**config.mk**
```make
export PLATFORM = sky130hd
export DESIGN_NAME = pll_control_status_multiplier
export DESIGN_NICKNAME = d
export VERILOG_FILES = /design/src/hw/pll_ctrl_pkg.sv /design/src/hw/settle_timer.sv /design/src/hw/pll_control_status_multiplier.sv
export SDC_FILE = /design/constraint.sdc
export NUM_CORES = 1
export LEC_CHECK = 0
export ABC_AREA = 1
export BUFFER_PORTS_ARGS = -buffer_cell sky130_fd_sc_hd__buf_2
export CORE_UTILIZATION = 45
export DETAILED_ROUTE_END_ITERATION = 6
export PLACE_DENSITY = 0.78
export SYNTH_ARGS = -nofsm -noshare
export SYNTH_HDL_FRONTEND = slang
export SYNTH_SLANG_ARGS = --single-unit
```
**constraint.sdc**
```tcl
create_clock -name clk -period 2.78 [get_ports clk]
set_input_delay 0.139 -clock clk [delete_from_list [all_inputs] [get_ports clk]]
set_output_delay 0.139 -clock clk [all_outputs]
set_load 0.005 [all_outputs]
```
**src/hw/pll_ctrl_pkg.sv**
```systemverilog
// Behaviour
// - Reserved bits read zero, writes ignored
// - Stable flag low while oscillator counter runs
// - Stable high: count done, disabled, or test
// - Lock flag low while acquiring, resets low
// - Lock flag high once loop has locked
// - Loop reset bit holds loop, resets to one
// - Oscillator power-down bit, resets zero, requests
// - Clock mode zero: power down at idle entry
// - Clock mode one: power down immediately
// - Loop power-down bit stops loop, resets zero
// - Mode bit zero selects bypass reference path
// - Mode bit one selects loop output path
// - Multiplier field sets factor two to fifteen
package pll_ctrl_pkg;

    localparam int unsigned REG_W      = 16;
    localparam int unsigned MULT_W     = 5;

    localparam logic [15:0] CSR_OFFSET  = 16'h1C80;
    localparam logic [15:0] MULT_OFFSET = 16'h1C88;

    localparam int unsigned MODE_BIT     = 0;
    localparam int unsigned LOOP_PD_BIT  = 1;
    localparam int unsigned OSC_PD_BIT   = 2;
    localparam int unsigned LOOP_RST_BIT = 3;
    localparam int unsigned LOCK_BIT     = 5;
    localparam int unsigned STABLE_BIT   = 6;

    localparam logic MODE_RST     = 1'b0;
    localparam logic LOOP_PD_RST  = 1'b0;
    localparam logic OSC_PD_RST   = 1'b0;
    localparam logic LOOP_RST_RST = 1'b1;
    localparam logic [MULT_W-1:0] MULT_RST = 5'h00;

    localparam logic [MULT_W-1:0] MULT_MIN = 5'h02;
    localparam logic [MULT_W-1:0] MULT_MAX = 5'h0F;

    localparam int unsigned OSC_STABLE_CYCLES = 41032;
    localparam int unsigned LOCK_CYCLES_DEF   = 200;

    typedef enum logic [1:0] {
        OSC_RUN,
        OSC_ARMED,
        OSC_DOWN
    } osc_state_t;

endpackage

```
**src/hw/settle_timer.sv**
```systemverilog
`timescale 1ns/10ps
module settle_timer #(
    parameter int unsigned CYCLES = 16
) (
    input  wire logic clk,
    input  wire logic nrst,
    input  wire logic run,
    output logic      done
);
    localparam int unsigned CW = $clog2(CYCLES + 1);
    localparam logic [CW-1:0] LAST = CW'(CYCLES);

    logic [CW-1:0] cnt_r;
    logic [CW-1:0] cnt_nxt;
    wire           atEnd;

    // Dropping run restarts the count from zero
    assign atEnd   = (cnt_r == LAST);
    assign cnt_nxt = !run  ? '0 :
                     atEnd ? cnt_r :
                     cnt_r + 1'b1;
    assign done    = atEnd & run;

    always_ff @(posedge clk or negedge nrst) begin
        if (!nrst) begin
            cnt_r <= '0;
        end else begin
            cnt_r <= cnt_nxt;
        end
    end
endmodule

```
**src/hw/pll_control_status_multiplier.sv**
```systemverilog
`timescale 1ns/10ps
module pll_control_status_multiplier
    import pll_ctrl_pkg::*;
#(
    parameter int unsigned STABLE_CYCLES = OSC_STABLE_CYCLES,
    parameter int unsigned LOCK_CYCLES   = LOCK_CYCLES_DEF
) (
    input  wire logic              clk,
    input  wire logic              nrst,
    input  wire logic [15:0]       regAddr,
    input  wire logic              regWrEn,
    input  wire logic              regRdEn,
    input  wire logic [REG_W-1:0]  regWrData,
    output logic      [REG_W-1:0]  regRdData,
    output logic                   regRdValid,
    input  wire logic              clockModeBit,
    input  wire logic              clockIdleStatus,
    input  wire logic              testMode,
    input  wire logic              oscCountDisable,
    output logic                   loopReset,
    output logic                   loopPowerDown,
    output logic                   oscPowerDown,
    output logic                   loopModeSelect,
    output logic      [MULT_W-1:0] multiplierSelect,
    output logic                   multiplierLegal,
    output logic                   oscStable,
    output logic                   loopLocked,
    output logic                   lockEvent
);

    // Software-written control state
    logic              modeSel_r;
    logic              loopPd_r;
    logic              oscPd_r;
    logic              loopRst_r;
    logic [MULT_W-1:0] mult_r;
    logic              multLegal_r;

    // Oscillator power sequencing
    osc_state_t        oscState_r;
    osc_state_t        oscState_nxt;
    logic              oscDown_r;
    logic              idlePrev_r;

    // Status flags
    logic              stable_r;
    logic              lock_r;
    logic              lockEvent_r;
    logic              multChanged_r;

    // Read port
    logic [REG_W-1:0]  rdData_r;
    logic              rdValid_r;

    // Address decode
    wire csrHit;
    wire multHit;
    wire csrWr;
    wire multWr;

    assign csrHit  = (regAddr == CSR_OFFSET);
    assign multHit = (regAddr == MULT_OFFSET);
    assign csrWr   = regWrEn & csrHit;
    assign multWr  = regWrEn & multHit;

    // Only the defined fields are captured; the rest of the
    // write word is dropped on the floor.
    wire              wrMode;
    wire              wrLoopPd;
    wire              wrOscPd;
    wire              wrLoopRst;
    wire [MULT_W-1:0] wrMult;

    assign wrMode    = regWrData[MODE_BIT];
    assign wrLoopPd  = regWrData[LOOP_PD_BIT];
    assign wrOscPd   = regWrData[OSC_PD_BIT];
    assign wrLoopRst = regWrData[LOOP_RST_BIT];
    assign wrMult    = regWrData[MULT_W-1:0];

    wire modeSel_nxt;
    wire loopPd_nxt;
    wire oscPd_nxt;
    wire loopRst_nxt;
    wire [MULT_W-1:0] mult_nxt;

    assign modeSel_nxt = csrWr  ? wrMode    : modeSel_r;
    assign loopPd_nxt  = csrWr  ? wrLoopPd  : loopPd_r;
    assign oscPd_nxt   = csrWr  ? wrOscPd   : oscPd_r;
    assign loopRst_nxt = csrWr  ? wrLoopRst : loopRst_r;
    assign mult_nxt    = multWr ? wrMult    : mult_r;

    // Bypass at 0, loop output at 1, feeding the divider mux
    always_ff @(posedge clk or negedge nrst) begin
        if (!nrst) begin
            modeSel_r <= MODE_RST;
        end else begin
            modeSel_r <= modeSel_nxt;
        end
    end

    always_ff @(posedge clk or negedge nrst) begin
        if (!nrst) begin
            loopPd_r <= LOOP_PD_RST;
        end else begin
            loopPd_r <= loopPd_nxt;
        end
    end

    always_ff @(posedge clk or negedge nrst) begin
        if (!nrst) begin
            oscPd_r <= OSC_PD_RST;
        end else begin
            oscPd_r <= oscPd_nxt;
        end
    end

    always_ff @(posedge clk or negedge nrst) begin
        if (!nrst) begin
            loopRst_r <= LOOP_RST_RST;
        end else begin
            loopRst_r <= loopRst_nxt;
        end
    end

    // Reserved codes are stored as written; software keeps
    // away from them, the legal flag only reports them.
    wire multInRange;

    assign multInRange = (mult_nxt >= MULT_MIN) &&
                         (mult_nxt <= MULT_MAX);

    always_ff @(posedge clk or negedge nrst) begin
        if (!nrst) begin
            mult_r      <= MULT_RST;
            multLegal_r <= 1'b0;
        end else begin
            mult_r      <= mult_nxt;
            multLegal_r <= multInRange;
        end
    end

    // A new factor means a new frequency, so lock restarts
    wire multChange;

    assign multChange = multWr && (wrMult != mult_r);

    always_ff @(posedge clk or negedge nrst) begin
        if (!nrst) begin
            multChanged_r <= 1'b0;
        end else begin
            multChanged_r <= multChange;
        end
    end

    // Oscillator power-down sequencing
    wire idleRise;
    wire idleFall;

    assign idleRise = clockIdleStatus & ~idlePrev_r;
    assign idleFall = ~clockIdleStatus & idlePrev_r;

    always_ff @(posedge clk or negedge nrst) begin
        if (!nrst) begin
            idlePrev_r <= 1'b0;
        end else begin
            idlePrev_r <= clockIdleStatus;
        end
    end

    // Clearing the request always wakes the oscillator. In
    // idle-driven mode, leaving idle also wakes it and re-arms.
    always_comb begin
        oscState_nxt = oscState_r;
        unique case (oscState_r)
            OSC_RUN: begin
                if (oscPd_r && clockModeBit) begin
                    oscState_nxt = OSC_DOWN;
                end else if (oscPd_r) begin
                    oscState_nxt = OSC_ARMED;
                end
            end
            OSC_ARMED: begin
                if (!oscPd_r) begin
                    oscState_nxt = OSC_RUN;
                end else if (clockModeBit) begin
                    oscState_nxt = OSC_DOWN;
                end else if (idleRise) begin
                    oscState_nxt = OSC_DOWN;
                end
            end
            OSC_DOWN: begin
                if (!oscPd_r) begin
                    oscState_nxt = OSC_RUN;
                end else if (!clockModeBit && idleFall) begin
                    oscState_nxt = OSC_ARMED;
                end
            end
            default: begin
                oscState_nxt = OSC_RUN;
            end
        endcase
    end

    always_ff @(posedge clk or negedge nrst) begin
        if (!nrst) begin
            oscState_r <= OSC_RUN;
        end else begin
            oscState_r <= oscState_nxt;
        end
    end

    always_ff @(posedge clk or negedge nrst) begin
        if (!nrst) begin
            oscDown_r <= 1'b0;
        end else begin
            oscDown_r <= (oscState_nxt == OSC_DOWN);
        end
    end

    // Stabilisation count restarts each time the oscillator
    // comes back from power-down.
    wire oscCountRun;
    wire oscCountDone;
    wire stable_nxt;

    assign oscCountRun = ~oscDown_r;

    settle_timer #(
        .CYCLES (STABLE_CYCLES)
    ) u_osc_timer (
        .clk  (clk),
        .nrst (nrst),
        .run  (oscCountRun),
        .done (oscCountDone)
    );

    assign stable_nxt = oscCountDone |
                        oscCountDisable |
                        testMode;

    always_ff @(posedge clk or negedge nrst) begin
        if (!nrst) begin
            stable_r <= 1'b0;
        end else begin
            stable_r <= stable_nxt;
        end
    end

    // The loop acquires only with a running, stable reference,
    // out of reset and powered; any of those lost drops lock.
    wire lockRun;
    wire lockTimerRun;
    wire lockDone;
    wire lock_nxt;

    assign lockRun = ~loopRst_r & ~loopPd_r &
                     stable_r & ~oscDown_r;
    assign lockTimerRun = lockRun & ~multChanged_r;

    settle_timer #(
        .CYCLES (LOCK_CYCLES)
    ) u_lock_timer (
        .clk  (clk),
        .nrst (nrst),
        .run  (lockTimerRun),
        .done (lockDone)
    );

    assign lock_nxt = lockDone & lockRun;

    always_ff @(posedge clk or negedge nrst) begin
        if (!nrst) begin
            lock_r <= 1'b0;
        end else begin
            lock_r <= lock_nxt;
        end
    end

    // One-cycle pulse as lock is gained, for polling-free use
    always_ff @(posedge clk or negedge nrst) begin
        if (!nrst) begin
            lockEvent_r <= 1'b0;
        end else begin
            lockEvent_r <= lock_nxt & ~lock_r;
        end
    end

    // Read path
    wire [REG_W-1:0] csrView;
    wire [REG_W-1:0] multView;
    wire [REG_W-1:0] rdMux;

    assign csrView = {9'h000, stable_r, lock_r, 1'b0,
                      loopRst_r, oscPd_r, loopPd_r, modeSel_r};
    assign multView = {11'h000, mult_r};
    assign rdMux = csrHit  ? csrView  :
                   multHit ? multView :
                   16'h0000;

    // Read data holds until the next read
    always_ff @(posedge clk or negedge nrst) begin
        if (!nrst) begin
            rdData_r  <= 16'h0000;
            rdValid_r <= 1'b0;
        end else begin
            rdValid_r <= regRdEn;
            if (regRdEn) begin
                rdData_r <= rdMux;
            end
        end
    end

    assign regRdData        = rdData_r;
    assign regRdValid       = rdValid_r;
    assign loopReset        = loopRst_r;
    assign loopPowerDown    = loopPd_r;
    assign oscPowerDown     = oscDown_r;
    assign loopModeSelect   = modeSel_r;
    assign multiplierSelect = mult_r;
    assign multiplierLegal  = multLegal_r;
    assign oscStable        = stable_r;
    assign loopLocked       = lock_r;
    assign lockEvent        = lockEvent_r;

endmodule

```
# Word-level counts from Yosys, hierarchy flattened
# Index checks and enable logic that the tools add are counted.
# totals
romBits	0
latch_bits	0
inputBits	40
ff_bits	59
wordCells	73
n_memories	0
ram_bits	0
# classes
mux	15
shift	0
order_cmp	2
n_bitwise	21
div	0
addsub	2
eq_ne	10
multipliers	0
n_reduce_logical	6
# op_table
cell	count
16-bit by 13-bit == test with 1-bit output, second input constant	2
16-bit two-way mux	2
16-bit by 1-bit adder with 16-bit output, second input constant	1
16-bit == test, second input constant	1
8-bit two-way mux	2
2-bit two-way mux	7
1-bit AND	12
5-bit two-way mux	2
8-bit by 1-bit adder with 8-bit output, second input constant	1
8-bit == test, second input constant	1
7-bit two-way mux	1
1-bit inverter	7
2-bit one-hot mux with 3 select lines	1
5-bit by 2-bit greater-or-equal comparator with 1-bit output, second input constant	1
5-bit by 4-bit less-or-equal comparator with 1-bit output, second input constant	1
5-bit inequality test	1
2-bit == test, second input constant	2
1-bit logical AND	4
2-bit inequality test, second input constant	2
2-bit by 1-bit == test with 1-bit output, second input constant	1
2-bit zero test	1
1-bit OR	2
1-bit zero test	1

# Depth between registers and ports, before layout
# Gate-level depths: netlist of the first run.
# logic_depth
word_depth	8
mapped_depth	10
mapped_depth_nobuf	10

# Cells and area by module
# Synthesis of the first run repeated with hierarchy kept, for this count alone.
# unflattened
hier_cells	344
hier_area_um2	2708.8
# modules_own_cells
mod	area_per_inst_um2	seq_area_each_um2	instances	cells_each
pll_control_status_multiplier	1295.0	651.9	1	147
settle_timer (u_osc_timer)	953.4	400.4	1	134
settle_timer (u_lock_timer)	460.4	200.2	1	63

# Worst setup path before layout of the first run
# Ideal clock, no wire load.
# synth_path
path_kind	reg-to-reg
from	register u_lock_timer.cnt_r[0]
to	register u_lock_timer.cnt_r[0]
arrival_time_ns	1.225
path_slack_ns	1.434
setup_ns	0.121
path_stages_with_launch	8
n_path_buf	0
required_ns	2.659
path_cell_list	dfrtp_1 inv_1 ha_1 nand4_1 nor4_1 nand2_2 nand3_1 o21ai_1
# synth_between
elab_chain_len	3
# synth_lines
element	line	source
start, declared	settle_timer.sv:13	logic [CW-1:0] cnt_r;
start signal, assigned	settle_timer.sv:28	cnt_r <= cnt_nxt;
8-bit by 1-bit adder with 8-bit output	settle_timer.sv:21	cnt_r + 1'b1;
8-bit two-way mux	settle_timer.sv:20	atEnd ? cnt_r :
8-bit two-way mux	settle_timer.sv:19	assign cnt_nxt = !run ? '0 :
# Several ways; a longest one is shown, not always the timed one. The select of a mux whose other input is x is not followed.
# A chain may end at the register's enable or synchronous reset.

# Final worst setup path of the first run
# layout_path
from	register oscDown_r, in the netlist oscPowerDown
to	register u_lock_timer.cnt_r[0]
# layout_between
elab_chain_len	4
# layout_lines
element	line	source
start, declared	pll_control_status_multiplier.sv:42	logic oscDown_r;
start signal, assigned	pll_control_status_multiplier.sv:216	oscDown_r <= (oscState_nxt == OSC_DOWN);
1-bit inverter (*)	pll_control_status_multiplier.sv:257	stable_r & ~oscDown_r;
1-bit AND (*)	pll_control_status_multiplier.sv:257	
1-bit AND (*)	pll_control_status_multiplier.sv:258	assign lockTimerRun = lockRun & ~multChanged_r;
2-bit inequality test (no line) / 8-bit two-way mux (equally long branches)	n/a	
# Every way passes the cells marked *; elsewhere a longest branch is shown, timed or not.

==> results.md, run 1 <==
- Total power draw: 0.00177 W
- Crit path largest cell delay: 0.45 ns
- CP Capture Type: flop
- Hold/Removal Path Class: in -> async
- Antenna violations before repair: 0
- Clock Path Buffers: 2
- Routed len/inst: 12.7 um
- Max Cap Violations: 0
- Post-synthesis compound-gate area fraction: 12.2%
- CTS tree: done
- Post-synthesis register bit count: 50
- Final min period: 1.68 ns
- CTS root buffer: clkbuf_8
- Synth Area per Inst: 8.50 um2
- Cts bufs inserted: 5
- Seq/Total Area, Yosys: 48.3%
- Drt initial violations: 86
- Switching power total: 0.000500 W
- Flop pwr share: 49.7%
- Post-synth ARST share: 100%
- Die Span Y: 77.9 um
- Adder-cell share of the synthesized area: 1.93%
- Final Hold Viols: 0
- H-tree levels: 2
- RSZ-0062 raised after global routing: false
- Period Utilization, post-route: 60.5%
- Critical-path cell list: inv_2 -> nand2_1 -> nor4_4 -> nand2_2 -> nand3_1 -> o21ai_1
- Post-DP Area: 0.00288 mm2
- Multiplexer share of the synthesized area: 0%
- Post-Route Skew: 0.00445 ns
- Synth Area in XOR/XNOR: 0.338%
- Largest net degree at the start of global routing: 51
- Status: complete, no violations
- First-pass GRT wire length: 9220 um
- Worst skew pair latency: 0.31 ns
- Worst path required time: 2.99 ns
- Synth Flop Type: dfrtp_1
- Total number of vias: 2181
- Post_cts resized: 0
- Peak supply drop: 0.000325 V
- Share of cells above drive strength 1: 25.8%
- Yosys cell types: 40
- Final setup violation count: 0
- Port Buf Inserts: 49
- Detail Route Antenna Nets: 0
- Residual DRC: 0
- Area grow syn2layout: 16.8%
- Synthesized cell area: 0.00259 mm2
- I/O pin count: 70
- Max Clock Freq: 0.595 GHz
- Final RePlAce weighted congestion: 0.875
- Slew Viols, Final: 0
- Die span in x: 77.9 um
- Number of synthesized flops with an enable pin: 0
- Worst r2r path cells: 6
- Router iterations before antenna repair: 4
- Largest family of logic cells by synthesized area: simple AND/OR/NAND/NOR gates
- Power density cells: 585 mW/mm2
- Critical path peak fanout: 16
- Crit path DAT: 1.89 ns
- Switching power as a share of total power: 28.2%
- Fill cells: 506
- Setup TNS: 0 ns
- Max_slew headroom: 27.6%
- Core footprint: 0.00554 mm2
- CTS clk-pin slew, worst paths: 0.09 ns
- Internal power: 0.00127 W
- Yosys warnings: 0
- Layout Nets: 403
- Clock sinks: 50
- Worst Path Class, Setup: reg -> reg
- P_leak: 1.52 nW
- Setup crit start kind: flop
- Starting Density: 46.8%
- Cells after Synth: 305
- Antenna Cells: 0
- Clock Power Share: 34.5%
- Cell row count: 27
- Critical-path top delay cell: dfrtp_1
- Least-Margin Pin Slew: 1.09 ns
- Area share of and/or/nand/nor cells after synthesis: 26.1%
- Via/cell ratio: 5.05
- Final instance area: 0.00303 mm2
- Detailed Route WL: 5480 um
- GRT Overall Usage: 19.4%
- Vias in the first global route: 2140
- Total gr overflow: 0
- HPWL Detailed: 4000 um
- Combinational power share: 15.8%
- Most frequent cells in the layout: dfrtp_1 (49), buf_2 (49), inv_1 (45)
- Die area: 0.00607 mm2
[registers in the layout, indices dropped and copies added (netlist names)]
register,cells
regRdValid,1
oscPd_r,1
oscPowerDown,1
oscStable,1
loopReset,1
u_osc_timer.cnt_r,16
multiplierLegal,1
idlePrev_r,1
lockEvent,1
multChanged_r,1
loopLocked,1
loopModeSelect,1
loopPowerDown,1
regRdData,7
multiplierSelect,5
oscState_r,2
u_lock_timer.cnt_r,8
[path summary, 6_finish.rpt]
path | startpoint | endpoint | slack (ns)
worst max-delay path | oscPowerDown | u_lock_timer.cnt_r[0] | 1.10
max in group asynchronous | nrst | oscState_r[0] | 2.09
min in group clk | testMode | oscStable | 0.04
worst min register to register | oscState_r[1] | oscState_r[0] | 0.47
worst max register to register | oscPowerDown | u_lock_timer.cnt_r[0] | 1.10
worst min-delay path | nrst | u_osc_timer.cnt_r[1] | 0.03
[cells in the mapped netlist (all sizes together), types with 2 or more instances]
cell,count,area [um2]
a21oi,14,70.1
a31oi,4,25.0
buf,10,72.6
dfrtp,49,1230
ha,4,50.1
inv,55,206
nand2,48,195
nand3,20,128
nand4,10,62.6
nor2,35,186
nor3,8,45.0
nor4,3,40.0
o21ai,30,154
o41ai,2,17.5
[worst max-delay path, delay by kind of cell (launching register included)]
| family | cells | cell delay, ns |
|---|---|---|
| buffers and inverters | 1 | 0.23 |
| AOI/OAI and AO/OA | 1 | 0.06 |
| and+or+nand+nor | 4 | 0.85 |
| DFF | 1 | 0.45 |
[logic make-up after synthesis]
family,Yosys count
buffers and inverters,67
other,1
adders and majority gates,4
and+or+nand+nor,126
AOI/OAI and AO/OA,56
DFF,50
xor gates and xnor gates,1
[per-stage QoR]
stage / utilization [%] / std cells / worst slack (ns) / hold WS (ns)
final: 54.7 / 432 / 1.10 / 0.0287
after global routing: 54.7 / 432 / 0.947 / 0.0332
after CTS: 54.7 / 432 / 1.11 / 0.0433
after detailed placement: 52.0 / 423 / 1.13 / 0.281
after global placement: 52.0 / 423 / 1.17 / 0.277
after floorplan: - / 313 / 1.43 / -0.157
[power by group through the flow]
| stage | Clock (W) | Combinational, W | Sequential, W |
|---|---|---|---|
| after floorplan | 0 | 0.000201 | 0.000877 |
| after global placement | 0 | 0.000260 | 0.000889 |
| after detailed placement | 0 | 0.000275 | 0.000894 |
| after CTS | 0.000623 | 0.000284 | 0.000881 |
| after global routing | 0.000654 | 0.000327 | 0.000892 |
| final | 0.000612 | 0.000279 | 0.000880 |
[cell type report]
| type | count | area [um2] | area share, % |
|---|---|---|---|
| Multi-Input combinational cell | 196 | 1080 | 35.8 |
| Inverter | 56 | 210 | 6.94 |
| Sequential cell | 50 | 1250 | 41.3 |
| Clock inverter | 3 | 68.8 | 2.27 |
| Clock buffer | 5 | 68.8 | 2.27 |
| Timing Repair Buffer | 50 | 255 | 8.42 |
| Tap cell | 72 | 90.1 | 2.97 |
[what timing repair did]
action	in CTS	in global routing
hold buffers	1	0
setup buffers	0	0
endpoints found under the hold margin	1	0
[routing by layer]
layer  GRT usage [%]  vias to the layer above  part of all wire [%]
met5               0                        -                     0
met4            7.41                        0                   1.9
met3            4.00                       12                   3.8
met2            35.8                       53                    52
met1            21.7                     1025                    42
li1                -                     1091                     -
(Power assumes the default switching activity.)
==> run 2: changes to the inputs <==
--- a/config.mk
+++ b/config.mk
@@ -9,7 +9,7 @@
 export BUFFER_PORTS_ARGS = -buffer_cell sky130_fd_sc_hd__buf_2
 export CORE_UTILIZATION = 45
 export DETAILED_ROUTE_END_ITERATION = 6
-export PLACE_DENSITY = 0.78
+export PLACE_DENSITY = 0.81
 export SYNTH_ARGS = -nofsm -noshare
 export SYNTH_HDL_FRONTEND = slang
 export SYNTH_SLANG_ARGS = --single-unit
==> constraint.sdc (replaced) <==
create_clock -name clk -period 1.45 [get_ports clk]
set_input_delay 0.0725 -clock clk [delete_from_list [all_inputs] [get_ports clk]]
set_output_delay 0.0725 -clock clk [all_outputs]
set_load 0.005 [all_outputs]
==> results.md, run 2 (synthesis gave the netlist of run 1 again) <==
- GRT Overall Usage: 19.7% (+0.28 points)
- Worst path bufs/invs: 1 (unchanged)
- Status: complete, no violations
- Post-DP Area: 0.00296 mm2 (+2.5%)
- Die span in x: 77.9 um (unchanged)
- Core footprint: 0.00554 mm2 (unchanged)
- CTS root buffer: clkbuf_8
- Largest net degree at the start of global routing: 26 (-49%)
- Setup TNS: 0 ns (unchanged)
- CP top delay family: simple AND/OR/NAND/NOR gates
- Drt initial violations: 91 (+5.8%)
- Period Utilization, post-route: 99.6% (+39 points)
- Worst Path Class, Setup: reg -> reg
- Critical-path cell list: ha_2 -> nand2_2 -> inv_2 -> nand2_4 -> nor3_4 -> nand4_1 -> nor2_1 -> nor2_1
- Router iterations before antenna repair: 4 (unchanged)
- Clock Power Share: 25.0% (-9.5 points)
- Biggest register: u_osc_timer.cnt_r
- Setup crit start kind: flop
- Peak supply drop: 0.000723 V (+120%)
- Max Cap Violations: 0 (unchanged)
- Final instance area: 0.00319 mm2 (+5.2%)
- Vias in the first global route: 2238 (+4.6%)
- Register area: 0.00125 mm2 (unchanged)
- Power density cells: 1010 mW/mm2 (+72%)
- Area grow syn2layout: 22.9%
- Detailed Route WL: 5660 um (+3.3%)
- Detail Route Antenna Nets: 0 (unchanged)
- Worst skew pair latency: 0.30 ns (about the same)
- Switching power total: 0.00101 W (+100%)
- First-pass GRT wire length: 9410 um (+2.1%)
- Die Span Y: 77.9 um (unchanged)
- Total number of vias: 2255 (+3.4%)
- Crit path largest cell delay: 0.40 ns (-0.05 ns)
- Worst path required time: 1.65 ns (-1.34 ns)
- CTS clk-pin slew, worst paths: 0.09 ns (about the same)
- Final Hold Viols: 0 (unchanged)
- Flop pwr share: 53.0% (+3.3 points)
- Hold/Removal Path Class: in -> reg
- CTS tree: done
- Crit path top cell by count: nor2_1
- Post-Place Setup Slack: 0.0235 ns (-1.10 ns)
- HPWL Detailed: 4220 um (+5.5%)
- Final WS setup: 0.00557 ns (-1.09 ns)
- Fill cells: 487 (-3.8%)
- CP Capture Type: flop
- Final min period: 1.44 ns (-0.237 ns)
- Internal power: 0.00219 W (+72%)
- I/O pin count: 70 (unchanged)
- Max Clock Freq: 0.692 GHz (+16%)
- Die area: 0.00607 mm2 (unchanged)
- Crit path DAT: 1.64 ns (-0.25 ns)
- Residual DRC: 0 (unchanged)
- RSZ-0062 raised after global routing: true
- Fin cells: 448 (+3.7%)
- Slew Viols, Final: 0 (unchanged)
- Via/cell ratio: 5.03 (-0.30%)
- Cts bufs inserted: 5 (unchanged)
- Total gr overflow: 0 (unchanged)
- Cell row count: 27 (unchanged)
- P_leak: 1.63 nW (+6.8%)
- Layout Nets: 419 (+4.0%)
- Final setup violation count: 0 (unchanged)
- Share of cells above drive strength 1: 30.9% (+5.0 points)
- Clock Path Buffers: 2 (unchanged)
- Clock sinks: 50 (unchanged)
- Most frequent cells in the layout: dfrtp_1 (49), buf_2 (49), inv_1 (43)
- Switching power as a share of total power: 31.6% (+3.4 points)
- Final RePlAce weighted congestion: 0.901 (+3.0%)
- Post-Route Skew: 0.00864 ns (+0.00419 ns)
- Antenna Cells: 0 (unchanged)
- Antenna violations before repair: 0 (unchanged)
- Routed len/inst: 12.6 um (-0.42%)
- Multi-input logic area: 0.00114 mm2 (+5.5%)
- Critical-path top delay cell: dfrtp_1
- Combinational power share: 22.0% (+6.2 points)
- Starting Density: 46.8% (unchanged)
- Largest register FFs: 16 (unchanged)
- H-tree levels: 2 (unchanged)
- Cell total after placement: 431 (+1.9%)
- Port Buf Inserts: 49 (unchanged)
- Critical path peak fanout: 3 (-13)
==> run 2: cell types whose count changed in the layout (fill, tap and decap cells not counted), sizes merged <==
cell / previous run / this run
bufinv: 2 / 0
clkinv: 2 / 3
dlygate4sd3: 1 / 4
clkinvlp: 0 / 1
buf: 49 / 62
==> run 2: final cells by class <==
cell class                 count  share of cell area, %
inverter                      56                   6.71
tap                           72                   2.83
sequential                    50                   39.3
clock inverter                 3                  0.667
clock buffer                   5                   2.16
multi-input combinational    196                   35.9
timing repair buffer          66                   12.4
==> run 2: power groups by stage <==
stage | Clock [W] | Combinational (W) | Sequential [W]
2_1_floorplan | 0 | 0.000386 | 0.00168
3_3_place_gp | 0 | 0.000521 | 0.00170
3_5_place_dp | 0 | 0.000550 | 0.00171
4_1_cts | 0.000834 | 0.000564 | 0.00169
5_1_grt | 0.000888 | 0.000797 | 0.00172
6_report | 0.000801 | 0.000707 | 0.00170
==> run 2: worst paths after layout <==
| path | to | startpoint | cells after the start | slack, ns |
|---|---|---|---|---|
| setup / recovery | u_osc_timer.cnt_r[12] | u_osc_timer.cnt_r[0] | 8 | 0.006 |
| setup reg to reg | u_osc_timer.cnt_r[12] | u_osc_timer.cnt_r[0] | 8 | 0.006 |
| min in group asynchronous | u_osc_timer.cnt_r[0] | nrst | 2 | 0.23 |
| hold / removal | regRdValid | regRdEn | 1 | 0.01 |
| hold reg to reg | lockEvent | loopLocked | 1 | 0.48 |
| max in group asynchronous | loopReset | nrst | 3 | 0.66 |
==> run 2: what timing repair did <==
action,in CTS,in global routing
endpoints found under the hold margin,17,0
hold buffers,4,0
pin swaps,0,6
gates cloned,0,0
resized for setup,1,17
buffers inserted,0,5
setup endpoints to repair,1,8
==> run 2: per-layer routing <==
metal | up-vias | part of all wire [%] | global-route usage (%)
li1 | 1120 | - | -
met1 | 1060 | 42 | 22.9
met2 | 65 | 52 | 35.2
met3 | 10 | 4.3 | 4.59
met4 | 0 | 1.7 | 6.85
met5 | - | 0 | 0
==> run 2: stage by stage <==
stage / hold slack (ns) / power (W) / utilization [%]
final: 0.0121 / 0.00321 / 57.5
after global routing: 0.0122 / 0.00340 / 57.5
after CTS: 0.000825 / 0.00309 / 55.7
after detailed placement: 0.0208 / 0.00226 / 53.3
after global placement: 0.0187 / 0.00222 / 53.3
after floorplan: -0.223 / 0.00207 / -
